[src/logic/lcs_pkg.sv]
// Package with register map, field positions, reset values and timing for the LED current sink control.
`default_nettype none
package lcs_pkg;
   // Printed offsets are word indexes; byte address is four times the index.
   localparam logic [15:0] IDX_INT_STATUS_TWO = 16'h4012;
   localparam logic [15:0] IDX_INT_STATUS_TWO_MASK = 16'h401A;
   localparam logic [15:0] IDX_SINK_ONE_CONTROL = 16'h404E;
   localparam logic [15:0] IDX_SINK_TWO_CONTROL = 16'h404F;
   localparam logic [15:0] IDX_POWER_STATE = 16'h4100;
   localparam logic [17:0] ADDR_INT_STATUS_TWO = {IDX_INT_STATUS_TWO, 2'b00};
   localparam logic [17:0] ADDR_INT_STATUS_TWO_MASK = {IDX_INT_STATUS_TWO_MASK, 2'b00};
   localparam logic [17:0] ADDR_SINK_ONE_CONTROL = {IDX_SINK_ONE_CONTROL, 2'b00};
   localparam logic [17:0] ADDR_SINK_TWO_CONTROL = {IDX_SINK_TWO_CONTROL, 2'b00};
   localparam logic [17:0] ADDR_POWER_STATE = {IDX_POWER_STATE, 2'b00};
   localparam int BIT_ENABLE = 15;
   localparam int BIT_DRIVE = 14;
   localparam int BIT_STATUS = 13;
   localparam int BIT_SLEEP_KEEP = 12;
   localparam int BIT_OFF_RAMP_LO = 10;
   localparam int BIT_ON_RAMP_LO = 8;
   localparam int BIT_FLAG_ONE = 6;
   localparam int BIT_FLAG_TWO = 7;
   localparam logic [1:0] RAMP_RESET = 2'h1;
   localparam logic [5:0] CODE_RESET = 6'h00;
   localparam logic [5:0] CODE_MAX = 6'h37;
   localparam logic [1:0] MASK_RESET = 2'h3;
   localparam logic [1:0] PWR_OFF = 2'h0;
   localparam logic [1:0] PWR_ON = 2'h1;
   localparam logic [1:0] PWR_SLEEP = 2'h2;
   localparam int CLK_MHZ = 125;
   localparam int TICK_US = 1000;
   localparam int TICK_CYCLES = CLK_MHZ * TICK_US;
   localparam int STEP_MS_SLOW1 = 4;
   localparam int STEP_MS_SLOW2 = 8;
   localparam int STEP_MS_SLOW3 = 16;
endpackage
`default_nettype wire

[src/logic/lcs_tick.sv]
// Millisecond tick divider.
`timescale 1ns/1ps
`default_nettype none
module lcs_tick #(
   parameter int TICK_CYCLES = lcs_pkg::TICK_CYCLES
) (
   input wire logic sys_clk,
   input wire logic rst,
   output logic tick
);
   logic [16:0] cnt_reg;
   wire last = (cnt_reg == 17'(TICK_CYCLES - 1));
   always_ff @(posedge sys_clk or posedge rst) begin
      if (rst) begin
         cnt_reg <= 17'h00000;
         tick <= 1'b0;
      end else begin
         cnt_reg <= last ? 17'h00000 : cnt_reg + 17'h00001;
         tick <= last;
      end
   end
endmodule
`default_nettype wire

[src/logic/lcs_ramp.sv]
// One channel's current code ramp stepping toward its target.
`timescale 1ns/1ps
`default_nettype none
module lcs_ramp (
   input wire logic sys_clk,
   input wire logic rst,
   input wire logic tick,
   input wire logic drive_on,
   input wire logic [5:0] code,
   input wire logic [1:0] on_rate,
   input wire logic [1:0] off_rate,
   output logic [5:0] level,
   output logic active
);
   logic [3:0] ms_reg;
   wire [5:0] target = drive_on ? ((code > lcs_pkg::CODE_MAX) ? lcs_pkg::CODE_MAX : code) : 6'h00;
   wire up = level < target;
   wire [1:0] rate = up ? on_rate : off_rate;
   wire [3:0] ms_last = (rate == 2'h1) ? 4'(lcs_pkg::STEP_MS_SLOW1 - 1) :
                        (rate == 2'h2) ? 4'(lcs_pkg::STEP_MS_SLOW2 - 1) : 4'(lcs_pkg::STEP_MS_SLOW3 - 1);
   wire step = tick && (ms_reg == ms_last);
   always_ff @(posedge sys_clk or posedge rst) begin
      if (rst) begin
         level <= 6'h00;
         ms_reg <= 4'h0;
         active <= 1'b0;
      end else begin
         active <= drive_on || (level != 6'h00);
         if (level == target) begin
            ms_reg <= 4'h0;
         end else if (rate == 2'h0) begin
            level <= target;
         end else if (tick) begin
            ms_reg <= step ? 4'h0 : ms_reg + 4'h1;
            if (step) begin
               level <= up ? level + 6'h01 : level - 6'h01;
            end
         end
      end
   end
endmodule
`default_nettype wire

[src/logic/lcs_top.sv]
// Register file, power state handling and interrupt flags for two LED current sinks.
`timescale 1ns/1ps
`default_nettype none
//
// Overview of operation
// RULE1 - A sink conducts only while its enable and drive bits are both one; the code also conducts with drive zero while the level ramps down.
// RULE2 - Entering OFF power state clears each sink's enable bit 15.
// RULE3 - Sleep keep bit 12 zero disables sink in SLEEP; one keeps enable control.
// RULE4 - Sleep-disabled sinks lose drive bit on entering SLEEP until software rewrites it.
// RULE5 - Software changes sink enables only in the ON power state.
// RULE6 - Drive changes ramp current gradually at the on or off ramp rate.
// RULE7 - Ramp fields 11:10 off, 9:8 on, reset 01: instant, 4, 8, 16 ms.
// RULE8 - Ramp time is proportional to steps traversed; full scale 220, 440, 880 ms.
// RULE9 - Six bit current code at 5:0, reset zero, current doubles every four steps.
// RULE10 - Codes above 11_0111 act as the maximum code.
// RULE11 - Status bit 13 reads one while enabled and regulation fails.
// RULE12 - Event flags at bit 7 and 6 set on rising regulation failure.
// RULE13 - Writing one clears an event flag; writing zero leaves it.
// RULE14 - Mask bits at same positions reset to one; zero lets flag through.
// RULE15 - Any unmasked flag raises the primary sink interrupt.
// RULE16 - Software turns on sink enable and drive before the boost converter.
// RULE17 - Switch off: drive, then boost converter, then sink enable.
// RULE18 - Without off ramp, boost off first then enable and drive together.
// RULE19 - Boost off in SLEEP only when both sinks are sleep-disabled.
// RULE20 - Ramp steps the applied code one count per step interval toward target.
// RULE21 - A millisecond tick times ramps; each channel ramps independently.
module lcs_top #(
   parameter int TICK_CYCLES = lcs_pkg::TICK_CYCLES
) (
   input wire logic sys_clk,
   input wire logic rst,
   input wire logic [17:0] s_axi_awaddr,
   input wire logic s_axi_awvalid,
   output logic s_axi_awready,
   input wire logic [31:0] s_axi_wdata,
   input wire logic [3:0] s_axi_wstrb,
   input wire logic s_axi_wvalid,
   output logic s_axi_wready,
   output logic [1:0] s_axi_bresp,
   output logic s_axi_bvalid,
   input wire logic s_axi_bready,
   input wire logic [17:0] s_axi_araddr,
   input wire logic s_axi_arvalid,
   output logic s_axi_arready,
   output logic [31:0] s_axi_rdata,
   output logic [1:0] s_axi_rresp,
   output logic s_axi_rvalid,
   input wire logic s_axi_rready,
   input wire logic [1:0] power_state,
   input wire logic [1:0] sink_regulation_fault,
   output logic [1:0] sink_conduct,
   output logic [5:0] sink_one_level,
   output logic [5:0] sink_two_level,
   output logic sink_irq
);
   ////////////////////////////////////////////////////////////////////////////////
   logic [1:0] sink_channel_enable_reg;
   logic [1:0] sink_channel_output_drive_reg;
   logic [1:0] sleep_keep_reg;
   logic [1:0] on_rate_reg [2];
   logic [1:0] off_rate_reg [2];
   logic [5:0] code_reg [2];
   logic [1:0] event_flag_reg;
   logic [1:0] event_mask_reg;
   logic [1:0] fail_prev_reg;
   logic [1:0] pstate_prev_reg;
   logic [17:0] awaddr_reg;
   logic [31:0] wdata_reg;
   logic [1:0] wstrb_lo_reg;
   logic aw_have_reg;
   logic w_have_reg;
   logic [5:0] level [2];
   logic [1:0] ramp_active;
   logic tick;

   function automatic logic [1:0] reg_sel(input logic [17:0] a);
      reg_sel = (a == lcs_pkg::ADDR_SINK_ONE_CONTROL) ? 2'h0 :
                (a == lcs_pkg::ADDR_SINK_TWO_CONTROL) ? 2'h1 :
                (a == lcs_pkg::ADDR_INT_STATUS_TWO) ? 2'h2 : 2'h3;
   endfunction

   function automatic logic is_mapped(input logic [17:0] a);
      is_mapped = (a == lcs_pkg::ADDR_SINK_ONE_CONTROL) || (a == lcs_pkg::ADDR_SINK_TWO_CONTROL) ||
                  (a == lcs_pkg::ADDR_INT_STATUS_TWO) || (a == lcs_pkg::ADDR_INT_STATUS_TWO_MASK) ||
                  (a == lcs_pkg::ADDR_POWER_STATE);
   endfunction

   ////////////////////////////////////////////////////////////////////////////////
   // Power state transitions.
   wire in_on = (power_state == lcs_pkg::PWR_ON);
   wire in_sleep = (power_state == lcs_pkg::PWR_SLEEP);
   wire enter_off = (power_state == lcs_pkg::PWR_OFF) && (pstate_prev_reg != lcs_pkg::PWR_OFF);
   wire enter_sleep = in_sleep && (pstate_prev_reg != lcs_pkg::PWR_SLEEP);

   // Write path decode.
   wire do_write = aw_have_reg && w_have_reg && !s_axi_bvalid;
   wire [1:0] wsel = reg_sel(awaddr_reg);
   wire wr_mapped = is_mapped(awaddr_reg);
   wire wr_mask = do_write && (awaddr_reg == lcs_pkg::ADDR_INT_STATUS_TWO_MASK) && wstrb_lo_reg[0];
   wire wr_flags = do_write && (wsel == 2'h2) && wstrb_lo_reg[0];
   wire [1:0] flag_clear = wr_flags ? {wdata_reg[lcs_pkg::BIT_FLAG_TWO], wdata_reg[lcs_pkg::BIT_FLAG_ONE]}
                                    : 2'b00;
   wire [1:0] fail_now = sink_regulation_fault & sink_channel_enable_reg;
   wire [1:0] fail_rise = fail_now & ~fail_prev_reg;

   ////////////////////////////////////////////////////////////////////////////////
   lcs_tick #(.TICK_CYCLES(TICK_CYCLES)) u_tick (
      .sys_clk(sys_clk),
      .rst(rst),
      .tick(tick)
   );

   genvar g;
   generate
      for (g = 0; g < 2; g++) begin : g_ch
         wire wr_ctl = do_write && (wsel == 2'(g));
         wire sleep_off = in_sleep && !sleep_keep_reg[g];
         // Ramp runs per channel off the shared millisecond tick; see RULE6 see RULE20 see RULE21
         lcs_ramp u_ramp (
            .sys_clk(sys_clk),
            .rst(rst),
            .tick(tick),
            .drive_on(sink_channel_output_drive_reg[g]),
            .code(code_reg[g]),
            .on_rate(on_rate_reg[g]),
            .off_rate(off_rate_reg[g]),
            .level(level[g]),
            .active(ramp_active[g])
         );
         // Conduct only with enable, drive or a down ramp, and not sleep-disabled; see RULE1 see RULE3
         assign sink_conduct[g] = sink_channel_enable_reg[g] && ramp_active[g] && !sleep_off;

         always_ff @(posedge sys_clk or posedge rst) begin
            if (rst) begin
               sink_channel_enable_reg[g] <= 1'b0;
               sink_channel_output_drive_reg[g] <= 1'b0;
               sleep_keep_reg[g] <= 1'b0;
               on_rate_reg[g] <= lcs_pkg::RAMP_RESET;
               off_rate_reg[g] <= lcs_pkg::RAMP_RESET;
               code_reg[g] <= lcs_pkg::CODE_RESET;
            end else begin
               if (wr_ctl && wstrb_lo_reg[1]) begin
                  if (in_on) begin
                     sink_channel_enable_reg[g] <= wdata_reg[lcs_pkg::BIT_ENABLE]; // see RULE5
                  end
                  sink_channel_output_drive_reg[g] <= wdata_reg[lcs_pkg::BIT_DRIVE];
                  sleep_keep_reg[g] <= wdata_reg[lcs_pkg::BIT_SLEEP_KEEP];
                  off_rate_reg[g] <= wdata_reg[lcs_pkg::BIT_OFF_RAMP_LO +: 2]; // see RULE7
                  on_rate_reg[g] <= wdata_reg[lcs_pkg::BIT_ON_RAMP_LO +: 2]; // see RULE7
               end
               if (wr_ctl && wstrb_lo_reg[0]) begin
                  code_reg[g] <= wdata_reg[5:0]; // see RULE9
               end
               if (enter_sleep && !sleep_keep_reg[g]) begin
                  sink_channel_output_drive_reg[g] <= 1'b0; // see RULE4
               end
               if (enter_off) begin
                  sink_channel_enable_reg[g] <= 1'b0; // see RULE2
               end
            end
         end
      end
   endgenerate

   ////////////////////////////////////////////////////////////////////////////////
   // Event flags: a set in the same cycle as a clear wins.
   always_ff @(posedge sys_clk or posedge rst) begin
      if (rst) begin
         event_flag_reg <= 2'b00;
         event_mask_reg <= lcs_pkg::MASK_RESET;
         fail_prev_reg <= 2'b00;
         pstate_prev_reg <= lcs_pkg::PWR_OFF;
      end else begin
         fail_prev_reg <= fail_now;
         pstate_prev_reg <= power_state;
         event_flag_reg <= (event_flag_reg & ~flag_clear) | fail_rise; // see RULE12 see RULE13
         if (wr_mask) begin
            event_mask_reg <= {wdata_reg[lcs_pkg::BIT_FLAG_TWO], wdata_reg[lcs_pkg::BIT_FLAG_ONE]}; // see RULE14
         end
      end
   end

   assign sink_irq = |(event_flag_reg & ~event_mask_reg); // see RULE15

   ////////////////////////////////////////////////////////////////////////////////
   // AXI4-Lite write channel.
   assign s_axi_awready = !aw_have_reg;
   assign s_axi_wready = !w_have_reg;

   always_ff @(posedge sys_clk or posedge rst) begin
      if (rst) begin
         aw_have_reg <= 1'b0;
         w_have_reg <= 1'b0;
         awaddr_reg <= 18'h00000;
         wdata_reg <= 32'h00000000;
         wstrb_lo_reg <= 2'b00;
         s_axi_bvalid <= 1'b0;
         s_axi_bresp <= 2'h0;
      end else begin
         if (s_axi_awvalid && s_axi_awready) begin
            aw_have_reg <= 1'b1;
            awaddr_reg <= s_axi_awaddr;
         end
         if (s_axi_wvalid && s_axi_wready) begin
            w_have_reg <= 1'b1;
            wdata_reg <= s_axi_wdata;
            wstrb_lo_reg <= s_axi_wstrb[1:0];
         end
         if (do_write) begin
            s_axi_bvalid <= 1'b1;
            s_axi_bresp <= wr_mapped ? 2'h0 : 2'h2;
         end else if (s_axi_bvalid && s_axi_bready) begin
            s_axi_bvalid <= 1'b0;
            aw_have_reg <= 1'b0;
            w_have_reg <= 1'b0;
         end
      end
   end

   ////////////////////////////////////////////////////////////////////////////////
   // AXI4-Lite read channel.
   wire [1:0] rsel = reg_sel(s_axi_araddr);
   wire [15:0] ctl_word [2];
   generate
      for (g = 0; g < 2; g++) begin : g_rd
         // Status reads failure only while enabled; see RULE11
         assign ctl_word[g] = {sink_channel_enable_reg[g], sink_channel_output_drive_reg[g], fail_now[g],
                               sleep_keep_reg[g], off_rate_reg[g], on_rate_reg[g], 2'b00, code_reg[g]};
      end
   endgenerate
   wire [15:0] flag_word = {8'h00, event_flag_reg, 6'h00};
   wire [15:0] mask_word = {8'h00, event_mask_reg, 6'h00};
   wire [15:0] pwr_word = {14'h0000, power_state};
   wire [15:0] rd_word = (rsel == 2'h0) ? ctl_word[0] :
                         (rsel == 2'h1) ? ctl_word[1] :
                         (rsel == 2'h2) ? flag_word :
                         (s_axi_araddr == lcs_pkg::ADDR_INT_STATUS_TWO_MASK) ? mask_word :
                         (s_axi_araddr == lcs_pkg::ADDR_POWER_STATE) ? pwr_word : 16'h0000;
   assign s_axi_arready = !s_axi_rvalid;

   always_ff @(posedge sys_clk or posedge rst) begin
      if (rst) begin
         s_axi_rvalid <= 1'b0;
         s_axi_rdata <= 32'h00000000;
         s_axi_rresp <= 2'h0;
      end else if (s_axi_arvalid && s_axi_arready) begin
         s_axi_rvalid <= 1'b1;
         s_axi_rdata <= {16'h0000, rd_word};
         s_axi_rresp <= is_mapped(s_axi_araddr) ? 2'h0 : 2'h2;
      end else if (s_axi_rready) begin
         s_axi_rvalid <= 1'b0;
      end
   end

   // Applied codes, saturated at the top code; see RULE8 see RULE10
   assign sink_one_level = level[0];
   assign sink_two_level = level[1];
endmodule
`default_nettype wire

[config.mk]
export PLATFORM = sky130hd
export DESIGN_NAME = lcs_top
export DESIGN_NICKNAME = d
export VERILOG_FILES = /design/src/logic/lcs_pkg.sv /design/src/logic/lcs_tick.sv /design/src/logic/lcs_ramp.sv /design/src/logic/lcs_top.sv
export SDC_FILE = /design/constraint.sdc
export NUM_CORES = 1
export LEC_CHECK = 0
export ABC_AREA = 1
export BUFFER_PORTS_ARGS = -buffer_cell sky130_fd_sc_hd__buf_4
export CAP_MARGIN = 20
export CORE_MARGIN = 2
export CORE_UTILIZATION = 50
export DETAILED_ROUTE_END_ITERATION = 8
export PLACE_DENSITY = 0.74
export SETUP_SLACK_MARGIN = 0.02
export SLEW_MARGIN = 30
export SYNTH_ARGS = -nofsm -noshare
export SYNTH_HDL_FRONTEND = slang
export SYNTH_HIERARCHICAL = 1
export SYNTH_SLANG_ARGS = --single-unit
[constraint.sdc]
create_clock -name sys_clk -period 2.9 [get_ports sys_clk]
set_clock_uncertainty 0.1 [all_clocks]
set_input_delay 0.145 -clock sys_clk [delete_from_list [all_inputs] [get_ports sys_clk]]
set_output_delay 0.145 -clock sys_clk [all_outputs]
set_load 0.005 [all_outputs]
==> summary.md <==
| Metric | Value |
|---|---|
| Run status | complete, no violations |
| Setup crit end kind | flop |
| Fraction of synthesized cell area taken by the top area cell type | 40.3% |
| Placer's final routability congestion estimate | 0.898 |
| Maximum number of pins on one net before global-route repair | 48 |
| Slack of the worst reg-to-reg path | about 150 ps |
| Die area | 0.0165 sq mm |
| Net count, final | 1241 |
| Time the worst path needs with I/O delays and setup | 2750 ps |
| HPWL Detailed | approximately 13 mm |
| Routed Antenna Nets | 0 |
| Number of warnings issued by yosys | 6 |
| Most numerous cell types in the synthesized netlist | sky130_fd_sc_hd__nand2_1 (216), sky130_fd_sc_hd__dfrtp_1 (125), sky130_fd_sc_hd__inv_1 (120) |
| MaxCap Viol Count | 0 |
| Initial core utilization | between 50% and 60% |
| Cell area after technology mapping | about 0.0078 sq mm |
| Pin slew with the least headroom to its limit | 785 ps |
| Final Slew Violations | 0 |
| Final routed wirelength across all metal layers | roughly 19 mm |
| Top flip-flop cell by instance count after synthesis | sky130_fd_sc_hd__dfrtp_1 |
| Highest clock rate | 364 MHz |
| GRT Resource Usage Total | 22.9% |
| Cell leakage power | 5.10 nW |
| Worst hold path class | input pin to flop |
| Number of failing setup endpoints in the final timing report | 0 |
| Wire length of the first global-routing pass | 30.1 mm |
| DR WL/cell | 14.0 um |
| Num ports | 139 |
| Number of clock sinks | about 130 |
| CTS tree | built |
| Root buffer cell | sky130_fd_sc_hd__clkbuf_16 |
| Slew headroom | 47.6% |
| Data required time at the worst endpoint | roughly 3100 ps |
| Post-layout instance count excluding filler cells | ~1300 |
| Reg2reg start | code_reg[3] |
| Filler Cell Count | between 1000 and 1500 |
| Maximum vdd drop | 0.513 mV |
| Unrepaired setup endpoints after global routing | yes |
| Layout cells sized above 1 | 28.7% |
| Total via count in the routed design | 6699 |
| Max FFs per register | 18 |
| Number of enable-type register cells in the synthesized netlist | 0 |
| Sequential area share after synthesis | 42.3% |
| Number of buffers on the longest clock path | 2 |
| Later-pin clock latency in the skew report | 420 ps |
| Die outline height | 129 um |
| Maximum fanout encountered on the critical timing path | 7 |
| Library cell occupying the most area in the post-synthesis netlist | sky130_fd_sc_hd__dfrtp_1 |
| Type of origin of the critical path | flop |
| Vias in the first global route | 6365 |
| Antenna diode instance count | 0 |
| Power per unit of standard cell area | 551 mW/mm^2 |
| Standard-cell rows | 45 |
| DRC violation count after routing | 0 |
| Arrival time at the worst endpoint | 2990 ps |
| Instance area at placement | 0.00882 sq mm |
| Synth Register Bits | about 130 |
| Post-synthesis async set-or-reset flop share | 100% |
| Origin of the worst setup path | code_reg[3] |
| Start-to-end type of the worst setup path | flop to flop |
| Synthesized area divided by synthesized cell count | 8.21 sq um |
| Number of antenna violations at the first check in global routing | 0 |
| Cell count after placement | around 1200 |
| Initial detailed-routing violation count | 316 |
| Horizontal extent of the die | about 130 um |
| Final worst-path cycle share | 94.7% |
| Final count of hold timing violations | 0 |
| TritonRoute pass-1 iters | 5 |
| Worst-path clk slew | 60 ps |
| Library cell with the highest instance count after synthesis | sky130_fd_sc_hd__nand2_1 |
| Drt via density | 5.04 |
| Number of distinct standard cells referenced by the synthesized netlist | 45 |
| Area added between synthesis and finish | 30.1% |
| Remaining global-route overflow | 0 |
| # H-tree levels | 4 |
| Number of CTS-inserted buffers | 17 |
| Core ar. | 0.0152 sq mm |
| Number of instances in the synthesized netlist | 946 |
| HP Start | s_axi_araddr[2] |
| Layout Cell Area excl Fill | 0.0101 sq mm |
| Total of buffers placed on input and output ports | between 100 and 150 |
| Cell types occupying the most area after synthesis | sky130_fd_sc_hd__dfrtp_1 (40%), sky130_fd_sc_hd__nand2_1 (10%), sky130_fd_sc_hd__inv_1 (5.8%) |
[placed cells by master (no fill, tap or decap), drive strengths merged, types with 6 or more instances in the layout]
master       count
a21oi           45
buf            135
clkbuf          21
clkinv           6
conb            18
dfrtp          125
dfstp            6
dlygate4sd3     44
ha              27
inv            131
mux2             9
nand2          247
nand3           65
nand4           25
nor2           118
nor3             7
o21ai           61
xnor2            7
xor2            11
[repair_timing]
| item | CTS | global route |
|---|---|---|
| endpoints found under the setup margin | 6 | 20 |
| pin swaps | 0 | 16 |
| hold buffers | 44 | 0 |
| setup buffers | 0 | 5 |
| gates resized for setup | 2 | 33 |
| endpoints found under the hold margin | 126 | 0 |
[worst paths after layout]
kind | endpoint | depth (start not counted)
setup reg to reg | g_ch[1].u_ramp/level[0] | 16
hold / removal | s_axi_rdata[0] | 7
hold reg to reg | s_axi_rdata[7] | 2
max in group asynchronous | ctl_word[26] | 4
min in group asynchronous | g_ch[1].u_ramp/ms_reg[1] | 3
setup / recovery | g_ch[1].u_ramp/level[0] | 16
[stage by stage]
| stage | setup TNS (ps) | power [W] | setup WS, ps | hold slack [ps] | util, % |
|---|---|---|---|---|---|
| 2_1_floorplan | 0 | 0.00293 | 159 | -103 | - |
| 3_5_place_dp | -52.7 | 0.00322 | -23.7 | 136 | 58.0 |
| 5_1_grt | -160 | 0.00583 | -36.8 | 119 | 66.4 |
| 4_1_cts | 0 | 0.00558 | 22.1 | 83.0 | 65.1 |
| 6_report | 0 | 0.00557 | 154 | 90.6 | 66.4 |
| 3_3_place_gp | 0 | 0.00318 | 7.18 | 136 | 58.0 |
[logic make-up (layout without fill, tap and decap cells)]
kind of cell	count (synthesis)	after routing	synth area share [%]
fa+ha+maj	29	29	4.87
flops	131	131	42.3
other cells	1	18	0.0483
mux	11	11	1.56
buf+inv	164	343	9.54
simple gates	470	470	29.8
xor+xnor	18	18	2.03
compound gates	122	122	9.88
[layout make-up]
cell class	count	area (sq um)	share of cell area, %
Clock buffer	20	467	4.62
Clock inverter	12	176	1.75
Inverter	131	498	4.93
Multi-Input combinational cell	668	3950	39.1
Sequential cell	131	3290	32.6
Tap cell	188	235	2.33
Timing Repair Buffer	180	1490	14.8
[where the power goes]
group          switching [W]  total, W  internal [W]  leakage (nW)
clock               0.000805   0.00231       0.00151         0.313
sequential          0.000173   0.00228       0.00211          1.65
combinational       0.000594  0.000971      0.000376          3.13
total                0.00157   0.00557       0.00400          5.10
[per-layer routing]
metal	vias up	GRT usage [%]	wire length, um
li1	3374	-	-
met3	14	4.78	1150
met2	213	37.5	8850
met1	3098	31.3	8400
met5	-	0	0
met4	0	6.20	188
[critical path, cell delays in order, from the launching register on]
cell,delay (ps)
sky130_fd_sc_hd__dfrtp_1,390
sky130_fd_sc_hd__nand3_2,120
sky130_fd_sc_hd__nand3_2,100
sky130_fd_sc_hd__ha_1,310
sky130_fd_sc_hd__nand2_1,90
sky130_fd_sc_hd__nor2_4,120
sky130_fd_sc_hd__nand2_2,80
sky130_fd_sc_hd__nand3_2,110
sky130_fd_sc_hd__mux2i_2,260
sky130_fd_sc_hd__ha_1,270
sky130_fd_sc_hd__xnor2_1,170
sky130_fd_sc_hd__nand4_2,130
sky130_fd_sc_hd__nand2_2,110
sky130_fd_sc_hd__nand2_4,90
sky130_fd_sc_hd__inv_4,90
sky130_fd_sc_hd__nand2_1,50
sky130_fd_sc_hd__o21ai_1,80
(Power assumes the default switching activity.)
